## config.mk

```make
export PLATFORM = sky130hd
export DESIGN_NAME = ctcca_slice_dev_flat
export DESIGN_NICKNAME = d
export VERILOG_FILES = /design/src/common/ctcca_pkg.sv /design/src/common/ctcca_link_if.sv /design/src/rtl/ctcca_bit_stage.sv /design/src/rtl/ctcca_slice_dev.sv /design/src/flat_wrapper.sv
export SDC_FILE = /design/constraint.sdc
export NUM_CORES = 1
export LEC_CHECK = 0
export BUFFER_PORTS_ARGS = -buffer_cell sky130_fd_sc_hd__clkbuf_2
export CORE_AREA = 5 5 42 44
export DETAILED_ROUTE_END_ITERATION = 10
export DIE_AREA = 0 0 47 49
export MAX_ROUTING_LAYER = met4
export SYNTH_ARGS = -nofsm -noshare
export SYNTH_HDL_FRONTEND = slang
export SYNTH_SLANG_ARGS = --single-unit
```

## constraint.sdc

```tcl
create_clock -name clk -period 1.4 [get_ports clk]
set_input_delay 0.42 -clock clk [delete_from_list [all_inputs] [get_ports clk]]
set_output_delay 0.42 -clock clk [all_outputs]
set_load 0.01 [all_outputs]
```

## src/common/ctcca_pkg.sv

```systemverilog
// Shared constants and types of the two-bit carry-chain adder slice.
// Assumes both ends and the bit stage import it; no clock or bus of its own.
package ctcca_pkg;
  // Default lookup word per half: sum = second ^ first ^ fourth input
  localparam logic [15:0] CTCCA_FUNC_WORD_DEFAULT = 16'hC33C;
  localparam int CTCCA_BITS = 2;
  localparam logic CTCCA_CONST_HIGH = 1'h1;
  localparam logic CTCCA_CONST_LOW = 1'h0;
  localparam logic CTCCA_MODE_SLICE = 1'h0;
  localparam logic CTCCA_MODE_CELL = 1'h1;

  typedef enum logic [2:0] {
    CTCCA_IDLE = 3'b000,
    CTCCA_APPLY = 3'b001,
    CTCCA_CHAIN = 3'b010,
    CTCCA_SETTLE = 3'b011,
    CTCCA_CAPTURE = 3'b100
  } ctcca_state_t;
endpackage : ctcca_pkg

```

## src/common/ctcca_link_if.sv

```systemverilog
// Link between the adder slice and the fabric logic around it.
// Assumes one clock; the slice drives its signals from flip-flops, the fabric from flip-flops and tied-low spares.
`timescale 1ns/1ps
interface ctcca_link_if;
  // Fabric to slice
  logic spare_input_lo;
  logic spare_input_hi;
  logic first_operand_lo;
  logic first_operand_hi;
  logic second_operand_lo;
  logic second_operand_hi;
  logic third_operand_lo;
  logic third_operand_hi;
  logic slice_carry_in;
  logic bit0_carry_in;
  logic bit1_carry_in;
  // Slice to fabric
  logic sum_low;
  logic sum_high;
  logic slice_carry_out;
  logic bit0_carry_out;
  logic bit1_carry_out;

  modport dev (
    input spare_input_lo, spare_input_hi, first_operand_lo, first_operand_hi,
    input second_operand_lo, second_operand_hi, third_operand_lo, third_operand_hi,
    input slice_carry_in, bit0_carry_in, bit1_carry_in,
    output sum_low, sum_high, slice_carry_out, bit0_carry_out, bit1_carry_out
  );
  modport fab (
    output spare_input_lo, spare_input_hi, first_operand_lo, first_operand_hi,
    output second_operand_lo, second_operand_hi, third_operand_lo, third_operand_hi,
    output slice_carry_in, bit0_carry_in, bit1_carry_in,
    input sum_low, sum_high, slice_carry_out, bit0_carry_out, bit1_carry_out
  );
endinterface : ctcca_link_if

```

## src/rtl/ctcca_bit_stage.sv

```systemverilog
// One bit position of the adder: lookup-word sum and majority carry.
// Assumes the caller picks the fourth lookup input and the incoming carry.
`timescale 1ns/1ps
module ctcca_bit_stage
  import ctcca_pkg::*;
(
  // Configuration
  input wire logic [15:0] func_word,
  // Bit inputs
  input wire logic spare,
  input wire logic op_first,
  input wire logic op_second,
  input wire logic lut_fourth,
  input wire logic carry_in,
  // Bit outputs
  output logic sum,
  output logic carry_out
);
  // Spare input is the lowest index bit; the default word ignores it
  always_comb begin
    sum = func_word[{lut_fourth, op_second, op_first, spare}];
    carry_out = (op_first & op_second) | (carry_in & (op_first ^ op_second));
  end
endmodule : ctcca_bit_stage

```

## src/rtl/ctcca_slice_dev.sv

```systemverilog
// Adder slice end: two bit stages, chained or per-bit carry, registered.
// Assumes the fabric end keeps operands steady while results settle.
`timescale 1ns/1ps
module ctcca_slice_dev
  import ctcca_pkg::*;
#(
  parameter logic [15:0] LOWER_HALF_FUNCTION_WORD = CTCCA_FUNC_WORD_DEFAULT,
  parameter logic [15:0] UPPER_HALF_FUNCTION_WORD = CTCCA_FUNC_WORD_DEFAULT
) (
  // Clock and reset
  input wire logic clk,
  input wire logic sys_rst,
  // Variant select: slice or full-adder cell
  input wire logic cell_mode,
  // Link
  ctcca_link_if.dev link
);
  typedef struct packed {
    logic sum_low;
    logic sum_high;
    logic slice_carry_out;
    logic bit0_carry_out;
    logic bit1_carry_out;
  } ctcca_dev_t;

  ctcca_dev_t st_r;
  ctcca_dev_t st_nxt;
  logic [CTCCA_BITS-1:0] spare_w;
  logic [CTCCA_BITS-1:0] first_w;
  logic [CTCCA_BITS-1:0] second_w;
  logic [CTCCA_BITS-1:0] third_w;
  logic [CTCCA_BITS-1:0] cin_w;
  logic [CTCCA_BITS-1:0] fourth_w;
  logic [CTCCA_BITS-1:0] sum_w;
  logic [CTCCA_BITS-1:0] slice_carry_out_w;
  logic [CTCCA_BITS*16-1:0] words_w;

  assign spare_w = {link.spare_input_hi, link.spare_input_lo};
  assign first_w = {link.first_operand_hi, link.first_operand_lo};
  assign second_w = {link.second_operand_hi, link.second_operand_lo};
  assign third_w = {link.third_operand_hi, link.third_operand_lo};
  assign words_w = {UPPER_HALF_FUNCTION_WORD, LOWER_HALF_FUNCTION_WORD};

  // Slice chains bit 0 into bit 1 inside; the cell takes both carries in
  assign cin_w[0] = cell_mode ? link.bit0_carry_in : link.slice_carry_in;
  assign cin_w[1] = cell_mode ? link.bit1_carry_in : slice_carry_out_w[0];

  genvar gi;
  generate
    for (gi = 0; gi < CTCCA_BITS; gi++) begin : g_bit
      // Cell sums over its third operand; the slice sums over the carry
      assign fourth_w[gi] = cell_mode ? third_w[gi] : cin_w[gi];
      ctcca_bit_stage u_stage (
        .func_word(words_w[gi*16 +: 16]),
        .spare(spare_w[gi]),
        .op_first(first_w[gi]),
        .op_second(second_w[gi]),
        .lut_fourth(fourth_w[gi]),
        .carry_in(cin_w[gi]),
        .sum(sum_w[gi]),
        .carry_out(slice_carry_out_w[gi])
      );
    end
  endgenerate

  always_comb begin
    st_nxt = st_r;
    st_nxt.sum_low = sum_w[0];
    st_nxt.sum_high = sum_w[1];
    st_nxt.slice_carry_out = slice_carry_out_w[1];
    st_nxt.bit0_carry_out = slice_carry_out_w[0];
    st_nxt.bit1_carry_out = slice_carry_out_w[1];
  end

  always_ff @(posedge clk) begin
    if (sys_rst) begin
      st_r <= '0;
    end else begin
      st_r <= st_nxt;
    end
  end

  assign link.sum_low = st_r.sum_low;
  assign link.sum_high = st_r.sum_high;
  assign link.slice_carry_out = st_r.slice_carry_out;
  assign link.bit0_carry_out = st_r.bit0_carry_out;
  assign link.bit1_carry_out = st_r.bit1_carry_out;
endmodule : ctcca_slice_dev

```

## src/flat_wrapper.sv

```systemverilog
// flat-port wrapper written by rule: the top's interface ports become plain ports
module ctcca_slice_dev_flat import ctcca_pkg::*;
#(
  parameter logic [15:0] LOWER_HALF_FUNCTION_WORD = CTCCA_FUNC_WORD_DEFAULT,
  parameter logic [15:0] UPPER_HALF_FUNCTION_WORD = CTCCA_FUNC_WORD_DEFAULT
)
  (clk, sys_rst, cell_mode, link_spare_input_lo, link_spare_input_hi, link_first_operand_lo, link_first_operand_hi, link_second_operand_lo, link_second_operand_hi, link_third_operand_lo, link_third_operand_hi, link_slice_carry_in, link_bit0_carry_in, link_bit1_carry_in, link_sum_low, link_sum_high, link_slice_carry_out, link_bit0_carry_out, link_bit1_carry_out);
  ctcca_link_if link_i ();
  input wire logic clk;
  input wire logic sys_rst;
  input wire logic cell_mode;
  input wire logic [$bits(link_i.spare_input_lo)-1:0] link_spare_input_lo;
  input wire logic [$bits(link_i.spare_input_hi)-1:0] link_spare_input_hi;
  input wire logic [$bits(link_i.first_operand_lo)-1:0] link_first_operand_lo;
  input wire logic [$bits(link_i.first_operand_hi)-1:0] link_first_operand_hi;
  input wire logic [$bits(link_i.second_operand_lo)-1:0] link_second_operand_lo;
  input wire logic [$bits(link_i.second_operand_hi)-1:0] link_second_operand_hi;
  input wire logic [$bits(link_i.third_operand_lo)-1:0] link_third_operand_lo;
  input wire logic [$bits(link_i.third_operand_hi)-1:0] link_third_operand_hi;
  input wire logic [$bits(link_i.slice_carry_in)-1:0] link_slice_carry_in;
  input wire logic [$bits(link_i.bit0_carry_in)-1:0] link_bit0_carry_in;
  input wire logic [$bits(link_i.bit1_carry_in)-1:0] link_bit1_carry_in;
  output wire logic [$bits(link_i.sum_low)-1:0] link_sum_low;
  output wire logic [$bits(link_i.sum_high)-1:0] link_sum_high;
  output wire logic [$bits(link_i.slice_carry_out)-1:0] link_slice_carry_out;
  output wire logic [$bits(link_i.bit0_carry_out)-1:0] link_bit0_carry_out;
  output wire logic [$bits(link_i.bit1_carry_out)-1:0] link_bit1_carry_out;
  assign link_i.spare_input_lo = link_spare_input_lo;
  assign link_i.spare_input_hi = link_spare_input_hi;
  assign link_i.first_operand_lo = link_first_operand_lo;
  assign link_i.first_operand_hi = link_first_operand_hi;
  assign link_i.second_operand_lo = link_second_operand_lo;
  assign link_i.second_operand_hi = link_second_operand_hi;
  assign link_i.third_operand_lo = link_third_operand_lo;
  assign link_i.third_operand_hi = link_third_operand_hi;
  assign link_i.slice_carry_in = link_slice_carry_in;
  assign link_i.bit0_carry_in = link_bit0_carry_in;
  assign link_i.bit1_carry_in = link_bit1_carry_in;
  assign link_sum_low = link_i.sum_low;
  assign link_sum_high = link_i.sum_high;
  assign link_slice_carry_out = link_i.slice_carry_out;
  assign link_bit0_carry_out = link_i.bit0_carry_out;
  assign link_bit1_carry_out = link_i.bit1_carry_out;
  ctcca_slice_dev #(.LOWER_HALF_FUNCTION_WORD(LOWER_HALF_FUNCTION_WORD), .UPPER_HALF_FUNCTION_WORD(UPPER_HALF_FUNCTION_WORD)) u_core (.clk(clk), .sys_rst(sys_rst), .cell_mode(cell_mode), .link(link_i));
endmodule
```

# Word-level counts from Yosys, hierarchy flattened
# Memory sizes are Yosys's and may differ from the RTL's. A register that Yosys moved wholly into a read port is not among the register bits.
# Index checks and enable logic that the tools add are counted.
[classes]
mux = 4
bitwise_logic = 8
[ops]
columns = ["operator", "count"]
rows = [
  ["$and A1 B1 Y1", 4],
  ["$mux W1", 4],
  ["$or A1 B1 Y1", 2],
  ["$xor A1 B1 Y1", 2],
]
[totals]
ff_bits = 2
mem_bits_ro = 32
inputBits = 14
output_inout_bits = 5
elab_cells = 16
n_memories = 2
[memory_table]
columns = ["memory", "words", "width", "rd", "rd_ports_with_merged_regs", "write_ports", "line_no", "text"]
rows = [
  ["(no name shown)", 16, 1, 1, 1, 0, "ctcca_bit_stage.sv:21", "sum = func_word[{lut_fourth, op_second, op_first, spare}];"],
  ["(no name shown)", 16, 1, 1, 1, 0, "ctcca_bit_stage.sv:21", ""],
]

# Logic depth before layout (Yosys ltp)
[depth]
ltp_word = 6
ltp_mapped = 4
mapped_depth_nobuf = 4

# By module
# A second synthesis with hierarchy kept.
[unflattened]
cells_unflattened = 33
area_unflattened_um2 = 475.5
[by_module_without_submodules]
columns = ["mod", "n_inst", "cells_per_inst", "area_each_um2", "seq_area_each_um2"]
rows = [
  ["ctcca_bit_stage", 2, 9, 155.1, 0.0],
  ["ctcca_slice_dev", 1, 15, 165.2, 80.1],
]

# Worst setup path before layout
# OpenSTA, ideal clock, no wires.
[synth_timing]
path_type = "input to register"
from = "input link_second_operand_lo"
to = "register, netlist name u_core.link.sum_high"
setup_time_ns = 0.121
arrival_time_ns = 1.377
t_required_ns = 1.279
path_slack_ns = -0.099
stages = 4
n_path_buf = 0
path_cell_list = "ha_1 -> a211o_1 -> o21ai_2 -> mux2_4"
[synth_via]
elab_chain_len = 5
word_cells_on_any_way = 6
cone_classes = "mux (2); bitwise (4)"
[synth_rtl]
columns = ["item", "line_no", "text"]
rows = [
  ["start, declared", "flat_wrapper.sv:16", "input wire logic [$bits(link_i.second_operand_lo)-1:0] link_second_operand_lo;"],
  ["$xor A1 B1 Y1", "ctcca_bit_stage.sv:22", "carry_out = (op_first & op_second) | (carry_in & (op_first ^ op_second));"],
  ["$and A1 B1 Y1", "ctcca_bit_stage.sv:22", ""],
  ["$or A1 B1 Y1 *", "ctcca_bit_stage.sv:22", ""],
  ["$mux W1 *", "ctcca_slice_dev.sv:46", "assign cin_w[1] = cell_mode ? link.bit1_carry_in : slice_carry_out_w[0];"],
  ["$mux W1 *", "ctcca_slice_dev.sv:52", "assign fourth_w[gi] = cell_mode ? third_w[gi] : cin_w[gi];"],
]
# Every way passes the cells marked *; elsewhere a longest branch is shown, timed or not.
# A chain may end at the register's enable or synchronous reset.

# Final worst setup path
[layout_timing]
from = "input link_second_operand_lo"
to = "register, netlist name u_core.link.sum_high"
[layout_via]
elab_chain_len = 5
word_cells_on_any_way = 6
cone_classes = "mux (2); bitwise (4)"
[layout_rtl]
columns = ["item", "line_no"]
rows = [
  ["$xor A1 B1 Y1", "ctcca_bit_stage.sv:22"],
  ["$and A1 B1 Y1", "ctcca_bit_stage.sv:22"],
  ["$or A1 B1 Y1 *", "ctcca_bit_stage.sv:22"],
  ["$mux W1 *", "ctcca_slice_dev.sv:46"],
  ["$mux W1 *", "ctcca_slice_dev.sv:52"],
]
# Marked as above.

==> reports/qor.csv <==
metric;value;unit
Synth area leader;dfxtp_1;
initial antenna violation count;0;
wire per inst;8.96;um
global placement routability congestion;0.668;
final max-slew violation count;0;
Crit Path Class;in -> reg;
placed instance area;332;um2
main flop type after synthesis;dfxtp_1;
worst-margin pin slew;156;ps
first-pass GRT wire length;745;um
Post-synth ARST share;0;%
Avg Inst Size Synth;9.95;um2
ANT nets after route;0;
Diodes inserted;0;
dpl cells;54;
Max Freq;742;MHz
Die ar.;2300;um2
CTS sink cnt;4;
RSZ-0062 raised after global routing;no;
total core area;1400;um2
Net Count, Synth;38;
Setup violations, final;0;
Initial Util;15.6;%
Post-synth EDFFs;0;
CP required;1510;ps
CP top delay family;compound AO/OA/AOI/OAI gates;
flop and latch count out of synthesis;4;
vias;218;
commonest cells in the netlist;dfxtp_1 (4), nor2_1 (4), ha_1 (2);
crit-path max FO;2;
clock root buffer;clkbuf_4;
# rows;14;
layout cell share with drive strength beyond 1;58.5;%
Setup Fix Bufs, Post-CTS;0;
clk buf depth;2;
most area-consuming cells after synthesis;dfxtp_1 (37%), ha_1 (11%), mux2_4 (6.9%), nor2_1 (6.9%), mux2_2 (5.1%);
Final Util;25.3;%
GRT Resource Usage Total;5.20;%
Leak Pwr;0.186;nW
Via density;3.82;
largest net degree at the start of global routing;6;
port bufs;16;
Yosys top cell area share;36.6;%
worst vdd ir;193;uV
critical path buffer and inverter count;1;
Hold Path Class;in -> reg;
fillers;171;
grt ovf;0;
DR DRC count;0;
CP arrival;1460;ps
synth unique cells;15;
Ys Warns;0;
Post-CTS Resized;0;
cts bufs inserted;3;
slew margin rel.;89.3;%
design area;354;um2
final hold viol count;0;
DRT iter0 DRCs;2;
Worst path max stage delay;320;ps
CP endpoint kind;flip-flop;
critical path's slowest cell;a211o_1;
Die Span Y;49;um
area grow syn2layout;61.7;%
Hold-fix buffers, CTS;0;
sum of negative setup slack;0;ps
Post-Syn Area;219;um2
Die Wd;47;um
number of global-route vias before repair;211;
WL final;511;um
Worst Setup Start Kind;input port;
register area share after synthesis;36.6;%
Tmin final;1350;ps
clock slew seen by the registers of the worst setup and hold paths;30;ps
cells along the critical path;clkbuf_2 -> ha_4 -> a211o_1 -> o21ai_2 -> mux2_4;
max-cap check violation count;0;
outcome;finished, final reports clean;
Pwr Density;1000;nW/um2
nets;59;
Tcrit/Tclk final;96.3;%
Initial DRT Pass Iterations;2;
IO Pins;19;
# H-tree levels;1;
CTS tree;done;
Post-Synthesis Cells;22;
post-route insts no fill;57;
==> registers in the layout, indices dropped and copies added (netlist names) <==
name                         flops
u_core.link.slice_carry_out      1
u_core.link.sum_low              1
u_core.link.bit0_carry_out       1
u_core.link.sum_high             1
==> path summary, 6_finish.rpt <==
| check | startpoint | endpoint | slack, ps | depth (start not counted) |
|---|---|---|---|---|
| min | sys_rst | u_core.link.bit0_carry_out$_SDFF_PP0_ | 410 | 2 |
| max | link_second_operand_lo | u_core.link.sum_high$_SDFF_PP0_ | 50 | 5 |
==> metrics by stage <==
step                      worst slack [ps]  hold WS (ps)  total power, mW
after global routing                  31.3           412            0.387
after CTS                             60.8           404            0.368
after detailed placement              -183           651            0.221
after global placement                -174           650            0.218
final                                 52.3           414            0.354
after floorplan                      -35.3           492            0.182
==> layout by cell type (no fill, tap or decap) <==
| cell | instances |
|---|---|
| clkbuf_2 | 16 |
| nor2_1 | 4 |
| dfxtp_1 | 4 |
| clkbuf_4 | 3 |
| mux2_2 | 1 |
| a21oi_1 | 1 |
| a211o_1 | 1 |
| or2b_1 | 1 |
| a31oi_1 | 1 |
| nor2b_1 | 1 |
| inv_1 | 1 |
| o21ai_2 | 1 |
| mux2_4 | 1 |
| mux2i_1 | 1 |
| xor2_1 | 1 |
| ha_4 | 1 |
| ha_1 | 1 |
| buf_4 | 1 |
==> final cells by class <==
class | count | area (um2) | area share (%)
Multi-Input combinational cell | 16 | 140 | 39.6
Timing Repair Buffer | 17 | 87.6 | 24.7
Clock buffer | 3 | 22.5 | 6.36
Sequential cell | 4 | 80.1 | 22.6
Inverter | 1 | 3.75 | 1.06
Tap cell | 16 | 20.0 | 5.65
==> power breakdown <==
| group | switching [mW] | internal [mW] |
|---|---|---|
| clock | 0.0411 | 0.0955 |
| sequential | 0.00296 | 0.126 |
| combinational | 0.0399 | 0.0489 |
==> routing by layer <==
metal / part of all wire [%] / up-vias / track usage [%]
met3: 11 / 2 / 2.21
met5: 0 / - / -
met1: 41 / 91 / 4.18
met2: 46 / 11 / 7.24
li1: - / 114 / -
met4: 1.2 / 0 / 6.91
==> kinds of logic after synthesis <==
group | Yosys count | synth area share [%]
AO/OA/AOI/OAI | 4 | 13.1
multiplexers | 3 | 16.6
adder cells (fa/ha/maj) | 2 | 11.4
buffers and inverters | 2 | 5.14
AND/OR/NAND/NOR | 6 | 13.1
flip-flops | 4 | 36.6
XOR/XNOR | 1 | 4.00
Note: power is estimated with default switching activity, not from simulation.
